$ cat config.mk
export PLATFORM = sky130hd
export DESIGN_NAME = pci_sideband_zcr_hotswap
export DESIGN_NICKNAME = d
export VERILOG_FILES = /design/src/design/sideband_pkg.sv /design/src/design/sync2.sv /design/src/design/pci_sideband_zcr_hotswap.sv
export SDC_FILE = /design/constraint.sdc
export NUM_CORES = 1
export LEC_CHECK = 0
export ABC_AREA = 1
export BUFFER_PORTS_ARGS = -buffer_cell sky130_fd_sc_hd__clkbuf_2
export CELL_PAD_IN_SITES_DETAIL_PLACEMENT = 0
export CELL_PAD_IN_SITES_GLOBAL_PLACEMENT = 1
export CORE_AREA = 2 2 110 86
export CTS_CLUSTER_SIZE = 20
export DETAILED_ROUTE_END_ITERATION = 8
export DIE_AREA = 0 0 112 88
export GPL_ROUTABILITY_DRIVEN = 1
export PLACE_DENSITY_LB_ADDON = 0.1
export SETUP_SLACK_MARGIN = 0.5
export SYNTH_ARGS = -nofsm -noshare
export SYNTH_HDL_FRONTEND = slang
export SYNTH_SLANG_ARGS = --single-unit
$ cat constraint.sdc
create_clock -name clk_sys_i -period 2.4 [get_ports clk_sys_i]
set_clock_uncertainty 0.1 [all_clocks]
set_input_delay 0.24 -clock clk_sys_i [delete_from_list [all_inputs] [get_ports clk_sys_i]]
set_output_delay 0.24 -clock clk_sys_i [all_outputs]
set_load 0.005 [all_outputs]
$ cat src/design/sideband_pkg.sv
package sideband_pkg;

  // Register byte offsets
  localparam logic [7:0] OFF_CTRL = 8'h00;
  localparam logic [7:0] OFF_STAT = 8'h04;
  localparam logic [7:0] OFF_IRQ_STAT = 8'h08;
  localparam logic [7:0] OFF_IRQ_MASK = 8'h0C;
  localparam logic [7:0] OFF_HIMR = 8'h10;

  // Host interrupt mask register fields
  localparam int ROUTE_LSB = 8;
  localparam int ROUTE_MSB = 9;
  localparam logic [31:0] HIMR_RST = 32'h0000_0000;

  // Route encodings
  localparam logic [1:0] ROUTE_STD = 2'h0;
  localparam logic [1:0] ROUTE_ALT = 2'h1;
  localparam logic [1:0] ROUTE_BOTH = 2'h2;

  // Control register fields
  localparam int CTRL_LED = 0;
  localparam int CTRL_EVT_CLR = 1;
  localparam int CTRL_SRC_IRQ = 2;
  localparam logic [31:0] CTRL_RST = 32'h0000_0000;

  // Sticky event bits
  localparam int EV_LEVER_RISE = 0;
  localparam int EV_LEVER_FALL = 1;
  localparam int EV_CFG_BLOCK = 2;
  localparam int EV_W = 3;
  localparam logic [EV_W-1:0] EV_RST = 3'h0;

  localparam logic [1:0] RESP_OKAY = 2'h0;
  localparam logic [1:0] RESP_SLVERR = 2'h2;

  typedef struct packed {
    logic zcr_n;
    logic cpci_n;
    logic wide_n;
  } strap_t;

  typedef struct packed {
    logic inta_n;
    logic alt_irq_oe;
    logic event_oe;
    logic led_n;
    logic cfg_ok;
    logic grant;
  } pins_out_t;

endpackage

$ cat src/design/sync2.sv
`timescale 1ns/1ps
module sync2 #(
  parameter int W = 1
) (
  input wire logic clk_i,
  input wire logic arst_n_i,
  input wire logic [W-1:0] d_i,
  output logic [W-1:0] q_o
);
  logic [W-1:0] meta_r;

  // A zero-width bus has nothing to carry
  if (W < 1)
  begin : g_width_check
    $error("sync2 needs a width of at least one");
  end

  // First stage feeds only the second
  always_ff @(posedge clk_i or negedge arst_n_i)
  begin
    if (!arst_n_i)
    begin
      meta_r <= '0;
      q_o <= '0;
    end
    else
    begin
      meta_r <= d_i;
      q_o <= meta_r;
    end
  end
endmodule

$ cat src/design/pci_sideband_zcr_hotswap.sv
// Local design decisions: the register addresses and register access over AXI4-Lite.
`timescale 1ns/1ps
module pci_sideband_zcr_hotswap (
  // Clock and reset
  input wire logic clk_sys_i,
  input wire logic arst_n_i,
  // Mode straps
  input wire logic zero_chan_raid_en_n_i,
  input wire logic compact_bus_en_n_i,
  input wire logic wide_bus_en_n_i,
  // Arbitration and config
  input wire logic std_grant_n_i,
  input wire logic alt_grant_n_i,
  input wire logic cfg_cycle_i,
  output logic cfg_accept_o,
  output logic bus_grant_o,
  // Hot-swap
  input wire logic hotswap_lever_i,
  input wire logic hotswap_event_n_i,
  output logic hotswap_event_n_o,
  output logic hotswap_event_n_oe_o,
  output logic blue_status_led_n_o,
  output logic wide_bus_o,
  output logic compact_mode_o,
  // Interrupt request from core and pins
  input wire logic dev_irq_i,
  output logic inta_n_o,
  output logic alt_irq_n_o,
  output logic alt_irq_n_oe_o,
  output logic irq_o,
  // AXI4-Lite slave
  input wire logic [7:0] s_axi_awaddr,
  input wire logic s_axi_awvalid,
  output logic s_axi_awready,
  input wire logic [31:0] s_axi_wdata,
  input wire logic [3:0] s_axi_wstrb,
  input wire logic s_axi_wvalid,
  output logic s_axi_wready,
  output logic [1:0] s_axi_bresp,
  output logic s_axi_bvalid,
  input wire logic s_axi_bready,
  input wire logic [7:0] s_axi_araddr,
  input wire logic s_axi_arvalid,
  output logic s_axi_arready,
  output logic [31:0] s_axi_rdata,
  output logic [1:0] s_axi_rresp,
  output logic s_axi_rvalid,
  input wire logic s_axi_rready
);

  typedef enum logic [1:0] {
    ST_IDLE = 2'b00,
    ST_ARMED = 2'b01,
    ST_STRAPPED = 2'b10
  } strap_st_t;

  typedef struct packed {
    strap_st_t st;
    sideband_pkg::strap_t strap;
    logic lever_d;
    logic event_held;
    logic led;
    logic src_irq;
    logic [1:0] route;
    logic [sideband_pkg::EV_W-1:0] ev;
    logic [sideband_pkg::EV_W-1:0] mask;
    logic aw_got;
    logic w_got;
    logic [7:0] awaddr;
    logic [31:0] wdata;
    logic [3:0] wstrb;
    logic bvalid;
    logic [1:0] bresp;
    logic rvalid;
    logic [31:0] rdata;
    logic [1:0] rresp;
    sideband_pkg::pins_out_t po;
    logic irq;
  } state_t;

  state_t s_r;
  state_t s_nxt;
  logic rst_meta_r;
  logic rst_n_r;
  logic [6:0] pins_s;

  // Reset released through two flops
  always_ff @(posedge clk_sys_i or negedge arst_n_i)
  begin
    if (!arst_n_i)
    begin
      rst_meta_r <= 1'b0;
      rst_n_r <= 1'b0;
    end
    else
    begin
      rst_meta_r <= 1'b1;
      rst_n_r <= rst_meta_r;
    end
  end

  // Pins cross into clock domain
  sync2 #(
    .W(7)
  ) u_sync (
    .clk_i(clk_sys_i),
    .arst_n_i(arst_n_i),
    .d_i({hotswap_event_n_i, zero_chan_raid_en_n_i, compact_bus_en_n_i,
          wide_bus_en_n_i, std_grant_n_i, alt_grant_n_i, hotswap_lever_i}),
    .q_o(pins_s)
  );

  function automatic logic [31:0] wmerge(input logic [31:0] old,
                                         input logic [31:0] nw,
                                         input logic [3:0] be);
    logic [31:0] r;
    r = old;
    for (int i = 0; i < 4; i++)
    begin
      if (be[i])
      begin
        r[i*8 +: 8] = nw[i*8 +: 8];
      end
    end
    return r;
  endfunction

  always_comb
  begin
    logic [31:0] ctrl;
    logic [31:0] himr;
    logic [31:0] wv;
    logic [sideband_pkg::EV_W-1:0] set;
    logic zcr;
    logic cpci;
    logic grant_alt;
    logic grant_std;
    logic route_std;
    logic route_alt;
    logic irq_req;
    logic do_w;
    logic do_r;
    ctrl = '0;
    himr = '0;
    wv = '0;
    set = '0;
    s_nxt = s_r;
    zcr = !s_r.strap.zcr_n;
    cpci = !s_r.strap.cpci_n;
    grant_alt = !pins_s[1];
    grant_std = !pins_s[2];
    do_w = s_r.aw_got && s_r.w_got && !s_r.bvalid;
    do_r = s_axi_arvalid && !s_r.rvalid;
    irq_req = dev_irq_i || s_r.src_irq;
    route_std = !zcr || s_r.route == sideband_pkg::ROUTE_STD
                || s_r.route == sideband_pkg::ROUTE_BOTH;
    route_alt = s_r.route == sideband_pkg::ROUTE_ALT
                || s_r.route == sideband_pkg::ROUTE_BOTH;

    // Straps caught once after reset release, then frozen
    case (s_r.st)
      ST_IDLE: s_nxt.st = ST_ARMED;
      ST_ARMED:
      begin
        s_nxt.strap = '{zcr_n: pins_s[5], cpci_n: pins_s[4],
                        wide_n: pins_s[3]};
        s_nxt.st = ST_STRAPPED;
      end
      ST_STRAPPED: s_nxt.st = ST_STRAPPED;
      default: s_nxt.st = ST_IDLE;
    endcase

    // Hot-swap: lever edges raise the event line, held until serviced
    s_nxt.lever_d = pins_s[0];
    if (cpci && s_r.st == ST_STRAPPED && pins_s[0] != s_r.lever_d)
    begin
      set[pins_s[0] ? sideband_pkg::EV_LEVER_RISE
                    : sideband_pkg::EV_LEVER_FALL] = 1'b1;
    end

    // Config cycle blocked in RAID mode when alternate grant absent
    if (zcr && cfg_cycle_i && !grant_alt)
    begin
      set[sideband_pkg::EV_CFG_BLOCK] = 1'b1;
    end

    // AXI write
    if (s_axi_awvalid && !s_r.aw_got)
    begin
      s_nxt.aw_got = 1'b1;
      s_nxt.awaddr = s_axi_awaddr;
    end
    if (s_axi_wvalid && !s_r.w_got)
    begin
      s_nxt.w_got = 1'b1;
      s_nxt.wdata = s_axi_wdata;
      s_nxt.wstrb = s_axi_wstrb;
    end
    ctrl[sideband_pkg::CTRL_LED] = s_r.led;
    ctrl[sideband_pkg::CTRL_SRC_IRQ] = s_r.src_irq;
    himr[sideband_pkg::ROUTE_MSB:sideband_pkg::ROUTE_LSB] = s_r.route;
    himr[sideband_pkg::EV_W-1:0] = s_r.mask;
    if (do_w)
    begin
      s_nxt.aw_got = 1'b0;
      s_nxt.w_got = 1'b0;
      s_nxt.bvalid = 1'b1;
      s_nxt.bresp = sideband_pkg::RESP_OKAY;
      case (s_r.awaddr)
        sideband_pkg::OFF_CTRL:
        begin
          wv = wmerge(ctrl, s_r.wdata, s_r.wstrb);
          s_nxt.led = wv[sideband_pkg::CTRL_LED];
          s_nxt.src_irq = wv[sideband_pkg::CTRL_SRC_IRQ];
          // Only host servicing releases the event line
          if (wv[sideband_pkg::CTRL_EVT_CLR])
          begin
            s_nxt.event_held = 1'b0;
          end
        end
        sideband_pkg::OFF_IRQ_MASK:
        begin
          wv = wmerge({29'h0000_0000, s_r.mask}, s_r.wdata, s_r.wstrb);
          s_nxt.mask = wv[sideband_pkg::EV_W-1:0];
        end
        sideband_pkg::OFF_HIMR:
        begin
          wv = wmerge(himr, s_r.wdata, s_r.wstrb);
          s_nxt.route =
            wv[sideband_pkg::ROUTE_MSB:sideband_pkg::ROUTE_LSB];
        end
        sideband_pkg::OFF_STAT, sideband_pkg::OFF_IRQ_STAT: ;
        default: s_nxt.bresp = sideband_pkg::RESP_SLVERR;
      endcase
    end
    if (s_r.bvalid && s_axi_bready)
    begin
      s_nxt.bvalid = 1'b0;
    end

    // AXI read; interrupt status read clears sticky bits, new events win
    if (do_r)
    begin
      s_nxt.rvalid = 1'b1;
      s_nxt.rresp = sideband_pkg::RESP_OKAY;
      s_nxt.rdata = '0;
      case (s_axi_araddr)
        sideband_pkg::OFF_CTRL: s_nxt.rdata = ctrl;
        sideband_pkg::OFF_STAT:
          s_nxt.rdata = {26'h000_0000, pins_s[0], s_r.event_held,
                         s_r.strap.wide_n, s_r.strap.cpci_n,
                         s_r.strap.zcr_n, pins_s[6]};
        sideband_pkg::OFF_IRQ_STAT:
        begin
          s_nxt.rdata = {29'h0000_0000, s_r.ev};
          s_nxt.ev = sideband_pkg::EV_RST;
        end
        sideband_pkg::OFF_IRQ_MASK:
          s_nxt.rdata = {29'h0000_0000, s_r.mask};
        sideband_pkg::OFF_HIMR: s_nxt.rdata = himr;
        default: s_nxt.rresp = sideband_pkg::RESP_SLVERR;
      endcase
    end
    if (s_r.rvalid && s_axi_rready)
    begin
      s_nxt.rvalid = 1'b0;
    end
    s_nxt.ev = s_nxt.ev | set;
    if (set[sideband_pkg::EV_LEVER_RISE] || set[sideband_pkg::EV_LEVER_FALL])
    begin
      s_nxt.event_held = 1'b1;
    end

    // Interrupt routing; alternate line unused in standard mode
    s_nxt.po.alt_irq_oe = zcr && route_alt && irq_req;
    // RAID mode drops the standard interrupt
    s_nxt.po.inta_n = !(irq_req && route_std && !zcr);
    s_nxt.po.event_oe = cpci && s_r.event_held;
    s_nxt.po.led_n = !s_r.led;
    // Grant source follows mode; alt grant ignored outside RAID mode
    s_nxt.po.grant = zcr ? grant_alt : grant_std;
    s_nxt.po.cfg_ok = cfg_cycle_i && (!zcr || grant_alt);
    s_nxt.irq = |(s_r.ev & s_r.mask);
  end

  always_ff @(posedge clk_sys_i or negedge rst_n_r)
  begin
    if (!rst_n_r)
    begin
      s_r <= '0;
      s_r.st <= ST_IDLE;
      s_r.strap <= '{zcr_n: 1'b1, cpci_n: 1'b1, wide_n: 1'b1};
      s_r.route <= sideband_pkg::HIMR_RST[9:8];
      s_r.led <= sideband_pkg::CTRL_RST[0];
      s_r.po <= '{inta_n: 1'b1, alt_irq_oe: 1'b0, event_oe: 1'b0,
                  led_n: 1'b1, cfg_ok: 1'b0, grant: 1'b0};
    end
    else
    begin
      s_r <= s_nxt;
    end
  end

  assign inta_n_o = s_r.po.inta_n;
  assign alt_irq_n_o = 1'b0;
  assign alt_irq_n_oe_o = s_r.po.alt_irq_oe;
  assign hotswap_event_n_o = 1'b0;
  assign hotswap_event_n_oe_o = s_r.po.event_oe;
  assign blue_status_led_n_o = s_r.po.led_n;
  assign cfg_accept_o = s_r.po.cfg_ok;
  assign bus_grant_o = s_r.po.grant;
  assign wide_bus_o = !s_r.strap.wide_n;
  assign compact_mode_o = !s_r.strap.cpci_n;
  assign irq_o = s_r.irq;
  assign s_axi_awready = !s_r.aw_got;
  assign s_axi_wready = !s_r.w_got;
  assign s_axi_bvalid = s_r.bvalid;
  assign s_axi_bresp = s_r.bresp;
  assign s_axi_arready = !s_r.rvalid;
  assign s_axi_rvalid = s_r.rvalid;
  assign s_axi_rdata = s_r.rdata;
  assign s_axi_rresp = s_r.rresp;
endmodule

Yosys cells after proc, flatten, opt, wreduce, memory -nomap -nowiden
Index checks and enable logic that the tools add are counted.

storage, ports and cells
  flip-flop bits (word level) = 100
  output and inout port bits = 52
  logic and storage cells = 132

cells by class
  eq/ne operators = 14
  mux-type cells = 28
  order comparisons = 2
  reductions and logical operators = 54
  bitwise operators = 2

operators by type and width
  cell                                                  number
  one-hot mux 10 bit (5 select lines)                   1
  two-way mux 35 bit                                    1
  equality test 8 x 4 -> 1 bit (second input constant)  4
  two-way mux 3 bit                                     8
  logical AND 1 bit                                     18
  equality test 8 x 3 -> 1 bit (second input constant)  2
  equality test 8 x 5 -> 1 bit (second input constant)  2
  zero test 8 bit                                       2
  nonzero test 2 bit                                    7
  AND reduction 3 bit                                   4
  zero test 1 bit                                       11
  two-way mux 1 bit                                     10
  two-way mux 2 bit                                     5
  OR reduction 5 bit                                    2
  logical OR 1 bit                                      6
  two-way mux 5 bit                                     1
  equality test 2 x 1 -> 1 bit (second input constant)  2
  equality test 2 bit (second input constant)           2
  zero test 2 bit                                       2
  one-hot mux 2 bit (2 select lines)                    1
  bitwise AND 3 bit                                     1
  < comparator 1 x 3 -> 1 bit (second input constant)   1
  != test 3 bit (second input constant)                 1
  bitwise OR 3 bit                                      1
  other kinds (5)                                       5

Longest topological paths before layout
  word-level depth = 9
  depth in mapped cells = 9

Modules after synthesis
From an unflattened synthesis, not the netlist that was laid out.

unflattened totals
  cell total of the unflattened synthesis = 298
  area, all modules = 3017.9 µm²

by module, submodules not included
  module                    area an instance (µm²)  instances  cells each  seq. area each (µm²)
  pci_sideband_zcr_hotswap  2667.6                  1          284         1382.6
  sync2                     350.3                   1          14          350.3

Worst setup path after synthesis
OpenSTA, ideal clock, no wires.

  path type = register to register
  start point = reg s_r, in the netlist s_axi_bvalid
  end point = reg s_r[101] in the netlist's numbering
  path slack = 1209 ps
  arrival = 964 ps
  path buffers = 0
  clock period less this slack = 1191 ps
  cell stages (with the launch flop) = 7
  cell sequence = dfrtp_1 inv_1 nand3_2 nor2_2 nand2_2 o21ai_1 nand2_1

on the way
  longest elaborated chain between the ends = 4

ends and longest elaborated chain
  what                                  line                             RTL
  start: declaration                    pci_sideband_zcr_hotswap.sv:81   state_t s_r;
  start signal: assignment              pci_sideband_zcr_hotswap.sv:300  s_r <= s_nxt;
  zero test 1 bit                       pci_sideband_zcr_hotswap.sv:152  do_w = s_r.aw_got && s_r.w_got && !s_r.bvalid;
  logical AND 1 bit                     pci_sideband_zcr_hotswap.sv:152
  nonzero test 2 bit (no source line)   n/a
  AND reduction 3 bit (no source line)  n/a

Every way passes these cells.
A chain may end at the register's enable or synchronous reset.

Final worst setup path
  start point = reg s_r[104] in the netlist's numbering
  end point = out compact_mode_o

on the way
  longest elaborated chain between the ends = 1

ends and longest elaborated chain
  what              line                             RTL
  zero test 1 bit   pci_sideband_zcr_hotswap.sv:313  assign compact_mode_o = !s_r.strap.cpci_n;
  end: declaration  pci_sideband_zcr_hotswap.sv:24   output logic compact_mode_o,

Every way passes these cells.

==> metrics.md <==
| Metric | Value |
|---|---|
| Status | completed |
| Share of the synthesized area in the top cell type | approximately 52% |
| Vias in the first global route | 1978 |
| Reg power frac | 44.4% |
| Most frequent cells after synthesis | dfrtp_1, nand2_1, buf_4, inv_1, nor2_1 |
| Nets | 445 |
| Main synth FF type | dfrtp_1 |
| Flops & latches, synth | 69 |
| P&R area growth vs syn | 20.9% |
| Num Clock Sinks | a little under 70 |
| Total core area | 8780 sq um |
| Syn avg cell area | 10.1 sq um |
| Pleak | 1.93 nW |
| Data required, critical path | 2060 ps |
| Die Wd | 112 um |
| Worst hold path stage count | 2 |
| Dpl ws | around 1000 ps |
| Most common cell in the netlist | dfrtp_1 |
| Worst reg-to-reg path cell count | 3 |
| Clock root cell | clkbuf_16 |
| Clock power frac | between 30% and 40% |
| ANT cells | 0 |
| Vias | between 2000 and 2500 |
| R2R Path End | s_r[46] |
| Die height | ~90 um |
| Sw Share | between 20 and 30% |
| Setup TNS | 0 ps |
| FFs w/ async S/R, synth | 100% |
| Global-route usage over all layers | 13.0% |
| Worst path slowest cell | dfstp_2 |
| Final Critical Period | roughly 1400 ps |
| Mapped Cells | 304 |
| Reg-to-reg critical path startpoint | s_r[89] |
| Relative slew slack | between 50% and 60% |
| Slowest cell delay on critical path | 570 ps |
| Row count | 30 |
| Min-Delay Path Class | primary input to flip-flop |
| Placed wire-length estimate | about 4200 um |
| Final RePlAce weighted congestion | approximately 0.77 |
| Per-cell routed wire length | 11.9 um |
| Largest net degree at the start of global routing | 54 |
| CP startpoint kind | flip-flop |
| DRC viols | 0 |
| Port Buf Inserts | 62 |
| RSZ-0062 raised after global routing | false |
| Gate power share | 16.3% |
| Clock-pin slew on the worst setup and hold paths | 60 ps |
| Layout cells sized above 1 | approximately 32% |
| CTS tree | done |
| Flop2flop setup slack | 1040 ps |
| Placed Cells | between 400 and 500 |
| First-pass GRT wire length | just under 10000 um |
| Setup-failing EPs final | 0 |
| Max Root-Sink Buffers | 2 |
| Pint | 2.41 mW |
| TritonCTS Buffers | 9 |
| Yosys warns | 0 |
| Cell taking the most area after synthesis | dfrtp_1 |
| P_sw | about 940 uW |
| Total Wirelength | approximately 6000 um |
| Initial DRC Count | between 70 and 80 |
| Clock Latency Late Sink | about 330 ps |
| Non-Filler Instances | between 400 and 500 |
| Fmax | 711 MHz |
| Worst hold start | s_axi_bready |
| Syn Std Cell Area | between 3000 and 4000 sq um |
| Total grt overflow | 0 |
| DIE AREA | 9860 sq um |
| EDFF count, synth | 0 |
| DRT Pass-1 Iters | 4 |
| Final worst slack | approximately 990 ps |
| Max-slew violations | 0 |
| Hold path endpoint | s_axi_bvalid |
| H-tree Lvls | 3 |
| Worst VDD drop | between 0.0004 and 0.0005 V |
| Sequential area share after synthesis | about 56% |
| Largest cells by area after synthesis | dfrtp_1, buf_4, nand2_1, inv_1, dfstp_2 |
| PwrDens | about 900 nW/um^2 |
| Antenna-violating nets left | 0 |
| Synth unique cells | 30 |
| Initial antenna violation count | 0 |
| CP endpoint kind | output pin |
| Crit path kind | flip-flop to output pin |
| Max-cap violations | 0 |
| Vias per cell | roughly 4.1 |
| Post-route clock period utilization | 58.6% |
| Data arrival time of the critical path | ~1100 ps |
| Starting Density | around a third |
| Ports | 120 |
| Least-Margin Pin Slew | between 600 and 700 ps |
| Critical-path cell list | inv_1 -> clkbuf_2 |
| Final hold viol count | 0 |
| Crit path max fanout | 4 |
power groups by stage:
stage	logic [mW]	clock network, mW	registers, mW
final	0.544	1.32	1.48
after global routing	0.633	1.41	1.51
after CTS	0.562	1.35	1.49
after detailed placement	0.547	0	1.50
after global placement	0.537	0	1.50
after floorplan	0.420	0	1.49
kinds of logic after synthesis:
family | share of synthesized area (%)
buffers and inverters | 15.1
DFF | 56.4
and+or+nand+nor | 16.6
AOI/OAI and AO/OA | 7.41
muxes | 2.56
other | 0.244
adders and majority gates | 1.63
sequential cells by signal, summed over array words and instances (netlist names), 7 cells and up:
signal and count:
s_r 34, u_sync.q_o 7, s_axi_rdata 8, u_sync.meta_r 7
worst max-delay path, delay by kind of cell (launching register included):
kind	cells	cell delay (ps)
buffers and inverters	2	170
DFF	1	570
placed cells by master, fill, tap and decap left out, types with 7 or more instances in the layout:
| cell | Yosys | layout |
|---|---|---|
| nor2_1 | 18 | 18 |
| nand2_1 | 46 | 46 |
| mux2_2 | 7 | 7 |
| o21ai_0 | 9 | 9 |
| nor2_2 | 7 | 7 |
| nand2_2 | 9 | 9 |
| dlygate4sd3_1 | 0 | 9 |
| dfrtp_1 | 64 | 63 |
| o21ai_1 | 8 | 8 |
| nand3_1 | 10 | 10 |
| clkbuf_16 | 0 | 9 |
| inv_1 | 36 | 36 |
| clkbuf_2 | 0 | 62 |
| a21oi_1 | 11 | 11 |
| conb_1 | 2 | 29 |
worst max path at each step:
stage | start | to | cells past startpoint
after floorplan | rst_n_r | alt_irq_n_oe_o | 0
after global placement | s_r[89] | s_r[46] | 3
after detailed placement | s_r[82] | s_r[98] | 6
after CTS | s_r[104] | compact_mode_o | 2
after global routing | s_r[82] | s_r[98] | 6
final | s_r[104] | compact_mode_o | 2
through the flow:
stage | area, sq um | power (mW) | hold WS (ps) | utilization (%)
finish | 3720 | 3.35 | 15.8 | 42.3
floorplan | 3180 | 1.91 | -156 | -
global route | 3720 | 3.55 | 20.4 | 42.3
global placement | 3330 | 2.04 | 74.1 | 37.9
CTS | 3720 | 3.40 | 17.0 | 42.3
detailed placement | 3330 | 2.05 | 76.1 | 37.9
per-layer routing:
layer / vias to the layer above / share of wire (%) / global-route usage (%)
met3: 2 / 5.7 / 4.98
met2: 63 / 41 / 18.0
li1: 1024 / - / -
met1: 928 / 52 / 19.0
met4: 0 / 0.58 / 3.33
met5: - / 0 / 0
area by class of cell:
cell class | count | area (sq um)
clock buffer | 10 | 229
clock inverter | 6 | 71.3
multi-input combinational | 180 | 977
fill | 908 | 5070
tap | 112 | 140
inverter | 41 | 156
timing repair buffer | 72 | 408
sequential | 69 | 1730
what timing repair did:
action / 4_1_cts / 5_1_grt
endpoints found under the hold margin: 24 / 0
hold buffers: 9 / 0
resized for setup: 0 / 0
setup buffers: 0 / 0
Note: power is estimated with default switching activity, not from simulation.
